**src/swdt_pkg.sv**
```systemverilog
// Constants, register map and carrier types of the system watchdog timer
package swdt_pkg;

  ////////////////////////////////////////////////////////////////////////////
  localparam logic [15:0] CTRL_OFFSET   = 16'h4004;
  localparam logic [15:0] SECURE_OFFSET = 16'h4008;
  localparam logic [15:0] UNLOCK_KEY    = 16'h9716;
  localparam logic [15:0] CTRL_RESET    = 16'hA217;

  localparam int RUN_BIT       = 15;
  localparam int PAUSE_BIT     = 14;
  localparam int SRC_BIT       = 13;
  localparam int SLEEP_RUN_BIT = 12;
  localparam int SW_REFR_BIT   = 11;
  localparam int SECOND_LSB    = 8;
  localparam int FIRST_LSB     = 4;
  localparam int PERIOD_LSB    = 0;

  ////////////////////////////////////////////////////////////////////////////
  localparam int CLK_PERIOD_NS  = 10;
  localparam int TICK_TIME_US   = 1000;
  localparam int TICK_CYCLES    = TICK_TIME_US * 1000 / CLK_PERIOD_NS;
  localparam int BASE_PERIOD_MS = 256;
  localparam int BASE_TICKS     = BASE_PERIOD_MS * 1000 / TICK_TIME_US;

  ////////////////////////////////////////////////////////////////////////////
  typedef enum logic [1:0] {
    ACT_NONE  = 2'h0,
    ACT_IRQ   = 2'h1,
    ACT_RESET = 2'h2,
    ACT_WAKE  = 2'h3
  } swdt_action_t;

  typedef enum logic [3:0] {
    ST_IDLE   = 4'h1,
    ST_FIRST  = 4'h2,
    ST_SECOND = 4'h4,
    ST_DONE   = 4'h8
  } swdt_state_t;

  typedef struct packed {
    logic         wdRun;
    logic         wdPause;
    logic         wdRefreshSource;
    logic         wdSleepRun;
    swdt_action_t wdSecondAction;
    swdt_action_t wdFirstAction;
    logic [2:0]   wdPeriodSel;
  } swdt_ctrl_t;

  typedef struct packed {
    logic irq;
    logic devReset;
    logic wake;
  } swdt_act_t;

endpackage

```
**src/swdt_top.sv**
```systemverilog
// System watchdog timer with APB register slave
//
// Notes on behaviour
// - The run bit starts or stops the timer, and setting it does not restart the count.
// - The pause bit freezes the count at its present value until it is cleared.
// - Software refresh restarts the timer only when the source bit selects software.
// - In sleep the timer stops unless the sleep-run bit lets it follow the run bit.
// - One period without refresh fires the first action; the period is 0.256 s << code.
// - Two periods without refresh fire the second action, coded none/irq/reset/wake.
// - Writes to all fields except the software refresh bit need the key unlocked.
module swdt_top
#(
  parameter int TICK_CYCLES = swdt_pkg::TICK_CYCLES
)
(
  input  wire logic                clock,
  input  wire logic                reset,
  input  wire logic                psel,
  input  wire logic                penable,
  input  wire logic                pwrite,
  input  wire logic [15:0]         paddr,
  input  wire logic [31:0]         pwdata,
  output logic [31:0]              prdata,
  output logic                     pready,
  output logic                     pslverr,
  input  wire logic                hwRefresh,
  input  wire logic                sleepState,
  output swdt_pkg::swdt_act_t      actOut,
  output swdt_pkg::swdt_state_t    stateOut
);
  import swdt_pkg::*;

  ////////////////////////////////////////////////////////////////////////////
  swdt_ctrl_t     ctrl_r;
  logic           unlocked_r;
  swdt_state_t    state_r;
  logic [15:0]    cnt_r;
  logic [31:0]    pre_r;
  logic           hwMeta_r;
  logic           hwSync_r;
  logic           hwDly_r;
  logic           hitCtrl;
  logic           hitSecure;
  logic           wrAccess;
  logic           swRefreshHit;
  logic           hwEdge;
  logic           refreshNow;
  logic           active;
  logic           tick;
  logic           step;
  logic           expire;
  logic [15:0]    periodTicks;
  logic [15:0]    ctrlRead;

  ////////////////////////////////////////////////////////////////////////////
  assign hitCtrl   = (paddr == CTRL_OFFSET);
  assign hitSecure = (paddr == SECURE_OFFSET);
  assign wrAccess  = psel && penable && pwrite;
  assign pready    = 1'b1;
  assign pslverr   = psel && penable && !(hitCtrl || hitSecure);

  assign ctrlRead = {ctrl_r.wdRun, ctrl_r.wdPause, ctrl_r.wdRefreshSource,
                     ctrl_r.wdSleepRun, 2'h0, ctrl_r.wdSecondAction, 2'h0,
                     ctrl_r.wdFirstAction, 1'h0, ctrl_r.wdPeriodSel};

  // Read data captured in setup so it leaves a flip-flop in the access phase
  always_ff @(posedge clock)
  begin
    if (reset)
      prdata <= 32'h0;
    else if (psel && !penable)
      prdata <= hitCtrl ? {16'h0, ctrlRead} :
                hitSecure ? {31'h0, unlocked_r} : 32'h0;
  end

  always_ff @(posedge clock)
  begin
    if (reset)
      unlocked_r <= 1'b0;
    else if (wrAccess && hitSecure)
      unlocked_r <= (pwdata[15:0] == UNLOCK_KEY);
  end

  always_ff @(posedge clock)
  begin
    if (reset)
      ctrl_r <= swdt_ctrl_t'({CTRL_RESET[15:12], CTRL_RESET[9:8],
                              CTRL_RESET[5:4], CTRL_RESET[2:0]});
    else if (wrAccess && hitCtrl && unlocked_r)
    begin
      ctrl_r.wdRun           <= pwdata[RUN_BIT];
      ctrl_r.wdPause         <= pwdata[PAUSE_BIT];
      ctrl_r.wdRefreshSource <= pwdata[SRC_BIT];
      ctrl_r.wdSleepRun      <= pwdata[SLEEP_RUN_BIT];
      ctrl_r.wdSecondAction  <= swdt_action_t'(pwdata[SECOND_LSB +: 2]);
      ctrl_r.wdFirstAction   <= swdt_action_t'(pwdata[FIRST_LSB +: 2]);
      ctrl_r.wdPeriodSel     <= pwdata[PERIOD_LSB +: 3];
    end
  end

  ////////////////////////////////////////////////////////////////////////////
  // Hardware refresh pin: two-stage synchroniser, then rising-edge detect
  always_ff @(posedge clock)
  begin
    if (reset)
    begin
      hwMeta_r <= 1'b0;
      hwSync_r <= 1'b0;
      hwDly_r  <= 1'b0;
    end
    else
    begin
      hwMeta_r <= hwRefresh;
      hwSync_r <= hwMeta_r;
      hwDly_r  <= hwSync_r;
    end
  end

  assign hwEdge = hwSync_r && !hwDly_r && !ctrl_r.wdRefreshSource;
  // Refresh bit is not key protected and never stored
  assign swRefreshHit = wrAccess && hitCtrl && pwdata[SW_REFR_BIT];
  assign refreshNow = hwEdge || (swRefreshHit && ctrl_r.wdRefreshSource);

  assign active = ctrl_r.wdRun && (!sleepState || ctrl_r.wdSleepRun);

  ////////////////////////////////////////////////////////////////////////////
  // Millisecond prescaler; freezing it on pause keeps the period exact
  assign tick = (pre_r == 32'(TICK_CYCLES - 1));
  assign step = tick && !ctrl_r.wdPause;

  always_ff @(posedge clock)
  begin
    if (reset || !active || refreshNow)
      pre_r <= 32'h0;
    else if (!ctrl_r.wdPause)
      pre_r <= tick ? 32'h0 : pre_r + 32'h1;
  end

  assign periodTicks = 16'(BASE_TICKS) << ctrl_r.wdPeriodSel;
  assign expire = active && !refreshNow && step && (cnt_r == periodTicks - 16'h1)
                  && (state_r == ST_FIRST || state_r == ST_SECOND);

  always_ff @(posedge clock)
  begin
    if (reset)
    begin
      state_r <= ST_IDLE;
      cnt_r   <= 16'h0;
    end
    else if (!active || refreshNow)
    begin
      cnt_r   <= 16'h0;
      state_r <= active ? ST_FIRST : ST_IDLE;
    end
    else
    begin
      case (state_r)
        ST_IDLE:
          state_r <= ST_FIRST;
        ST_FIRST, ST_SECOND:
          if (expire)
          begin
            cnt_r   <= 16'h0;
            state_r <= (state_r == ST_FIRST) ? ST_SECOND : ST_DONE;
          end
          else if (step)
            cnt_r <= cnt_r + 16'h1;
        ST_DONE:
          state_r <= ST_DONE;
        default:
          state_r <= ST_IDLE;
      endcase
    end
  end

  assign stateOut = state_r;

  ////////////////////////////////////////////////////////////////////////////
  function automatic swdt_act_t decodeAct(input swdt_action_t a);
    swdt_act_t r;
    r = '0;
    r.irq      = (a == ACT_IRQ);
    r.devReset = (a == ACT_RESET);
    r.wake     = (a == ACT_WAKE);
    return r;
  endfunction

  // Actions are one-cycle pulses; the system side latches what it needs
  always_ff @(posedge clock)
  begin
    if (reset || !expire)
      actOut <= '0;
    else if (state_r == ST_FIRST)
      actOut <= decodeAct(ctrl_r.wdFirstAction);
    else
      actOut <= decodeAct(ctrl_r.wdSecondAction);
  end
endmodule

```
**config.mk**
```make
export PLATFORM = sky130hd
export DESIGN_NAME = swdt_top
export DESIGN_NICKNAME = d
export VERILOG_FILES = /design/src/swdt_pkg.sv /design/src/swdt_top.sv
export SDC_FILE = /design/constraint.sdc
export NUM_CORES = 1
export LEC_CHECK = 0
export BUFFER_PORTS_ARGS = -buffer_cell sky130_fd_sc_hd__buf_4
export CORE_MARGIN = 8
export CORE_UTILIZATION = 45
export CTS_CLUSTER_DIAMETER = 120
export DETAILED_ROUTE_END_ITERATION = 10
export PLACE_DENSITY_LB_ADDON = 0.25
export SKIP_LAST_GASP = 1
export SYNTH_ARGS = -nofsm -noshare
export SYNTH_HDL_FRONTEND = slang
export SYNTH_SLANG_ARGS = --single-unit
```
**constraint.sdc**
```tcl
create_clock -name clock -period 2.5 [get_ports clock]
set_clock_uncertainty 0.05 [all_clocks]
set_input_delay 0.25 -clock clock [delete_from_list [all_inputs] [get_ports clock]]
set_output_delay 0.25 -clock clock [all_outputs]
set_load 0.02 [all_outputs]
```
==> metrics.txt <==
dpl cells=648; vias in the first global route=3625; share of cells above drive strength 1=19.5%; Worst Tran Pin Value=0.694 ns; crit-path cells=ha_1 -> and2b_1 -> nand4_2 -> or4_4 -> or3_1 -> a211oi_2; mapped cell area=0.00418 sq mm; final core occ=54.4%; post-layout min period=2.28 ns; Cell variety after synth=57; first-pass GRT wire length=16800 um; max incr delay on CP=0.56 ns; Tcrit/Tclk final=91.3%; IO Pins=96; largest net degree at the start of global routing=30; Power Density=539 mW/mm^2; port buffer count=57; Non-Filler Instances=666; VDD IR max=321 uV; Data required, critical path=2.72 ns; clk_lat worst skew=0.34 ns; GP Congestion=0.834; post_cts resized=0; Area growth, synth to finish=18.9%; Worst Path Arrival=2.51 ns; Final setup viols=0; design area=0.00497 sq mm; Root Buffer=clkbuf_8; RSZ-0062 raised after global routing=no; row count=35; Via-to-Cell Ratio=5.44; core area=0.00915 sq mm; drt wl/cell=14.7 um; 1st-iter DRT viols=161; fin. max-slew vios=0; number of antenna diodes=0; Worst-path clk slew=0.08 ns; clock sink total=81; final worst setup slack=0.218 ns; Post-Syn Instances=487; worst min-delay path class=in -> reg; Setup CP Type=reg -> reg; CTS Hold Bufs=0; most numerous cell in the Yosys netlist=dfxtp_1; setup TNS=0 ns; CTS tree=done; Seq/Total Area, Yosys=38.8%; WL final=9800 um; dpl ws=0.195 ns; Slew HR=53.4%; asr flop ratio synth=0%; DP Area=0.00470 sq mm; Synth area leaders=dfxtp_1 (39%), nor2_1 (5.9%), xor2_1 (4.8%), buf_4 (4.3%), xnor2_1 (2.7%); Main synth FF type=dfxtp_1; Max Freq=438 MHz; worst path bufs/invs=0; nets=607; die height=112 um; worst-path maximum fanout=7; Synth top area share=38.8%; WHS=0.0599 ns; H-tree lvl count=3; synth warn=0; filler cell count=837; starting density of the core=45.7%; count of flip-flops with a built-in enable after synthesis=0; r2r setup slk=0.22 ns; drt pass-1 iters=4; via count=3625; CTS Buffer Depth=2; flops & latches, synth=81; DR DRC count=0; outcome=completed; antenna viol nets, final=0; slowest library cell on the worst path=or4_4; die width=112 um; Max Cap Viol=0; delay-heaviest family, CP=simple AND/OR/NAND/NOR gates; CTS Buf Count=9; Crit. End Element=register; largest area contributor in the netlist=dfxtp_1; Post-synth top cells=dfxtp_1 (81), nor2_1 (66), buf_4 (24), nand2_1 (23), xor2_1 (23); Mean Syn Cell Area=8.59 sq um; Leak Pwr=1.79 nW; GR Overflow Total=0; total power=2.68 mW; die area=0.0126 sq mm; startpoint types=register; GRT Overall Usage=15.9%; initial antenna violation count=0; hpwl dp=7230 um; Final Hold Vio Count=0
final cells by class:
type	count	area (sq um)	share of cell area, %
tap	111	139	2.79
clock inverter	4	97.6	1.96
clock buffer	12	165	3.32
timing repair buffer	76	583	11.7
sequential	81	1620	32.6
multi-input combinational	368	2320	46.6
inverter	14	52.6	1.06
worst paths after layout:
| kind | from | to | cells after the start |
|---|---|---|---|
| max | pre_r[0]$_SDFFE_PP0N_ | cnt_r[13]$_SDFFE_PP0P_ | 6 |
| min | pwdata[9] | ctrlRead[9]$_SDFFE_PP1P_ | 2 |
| min reg2reg | hwMeta_r$_SDFF_PP0_ | hwSync_r$_SDFF_PP0_ | 1 |
| max reg2reg | pre_r[0]$_SDFFE_PP0N_ | cnt_r[13]$_SDFFE_PP0P_ | 6 |
power breakdown:
group	leakage, nW	internal (mW)	switching, mW
Clock	0.129	0.746	0.474
Combinational	1.01	0.0647	0.0955
Sequential	0.654	1.29	0.00718
Total	1.79	2.11	0.576
cell usage in the layout (no fill, tap or decap), types with 6 or more instances in the layout:
cell / count
a211o_1: 10
a21oi_1: 8
a22oi_1: 10
and3_1: 7
and4_1: 7
buf_4: 75
clkbuf_8: 12
conb_1: 22
dfxtp_1: 81
inv_1: 14
mux2i_1: 6
nand2_1: 23
nand2b_1: 9
nand3_1: 16
nand4_1: 18
nand4b_1: 6
nor2_1: 66
nor2b_1: 11
nor3_1: 16
nor4_1: 14
o21ai_0: 14
or3_1: 9
xnor2_1: 13
xor2_1: 23
layer usage:
metal / GRT usage [%] / wire (um) / vias to the layer above
met5: 0 / 0 / -
met4: 6.56 / 138 / 0
met3: 2.95 / 453 / 12
met2: 26.7 / 4680 / 77
met1: 19.6 / 4530 / 1707
li1: - / - / 1829
flip-flops by register name, summed over array words and instances, names as in the netlist:
signal	cells
actOut	3
cnt_r	16
ctrlRead	11
hwDly_r	1
hwMeta_r	1
hwSync_r	1
prdata	11
pre_r	32
stateOut	4
unlocked_r	1
what timing repair did:
| item | CTS | global route |
|---|---|---|
| hold endpoints to repair | 0 | 0 |
| setup buffers | 0 | 2 |
| setup endpoints to repair | 0 | 4 |
cell families after synthesis:
logic type | share of synthesized area [%]
multiplexers | 1.44
adder cells (fa/ha/maj) | 0.598
AO/OA/AOI/OAI | 12.1
flip-flops | 38.8
other | 0.179
XOR/XNOR | 7.92
buffers and inverters | 7.69
AND/OR/NAND/NOR | 31.3
(Power assumes the default switching activity.)
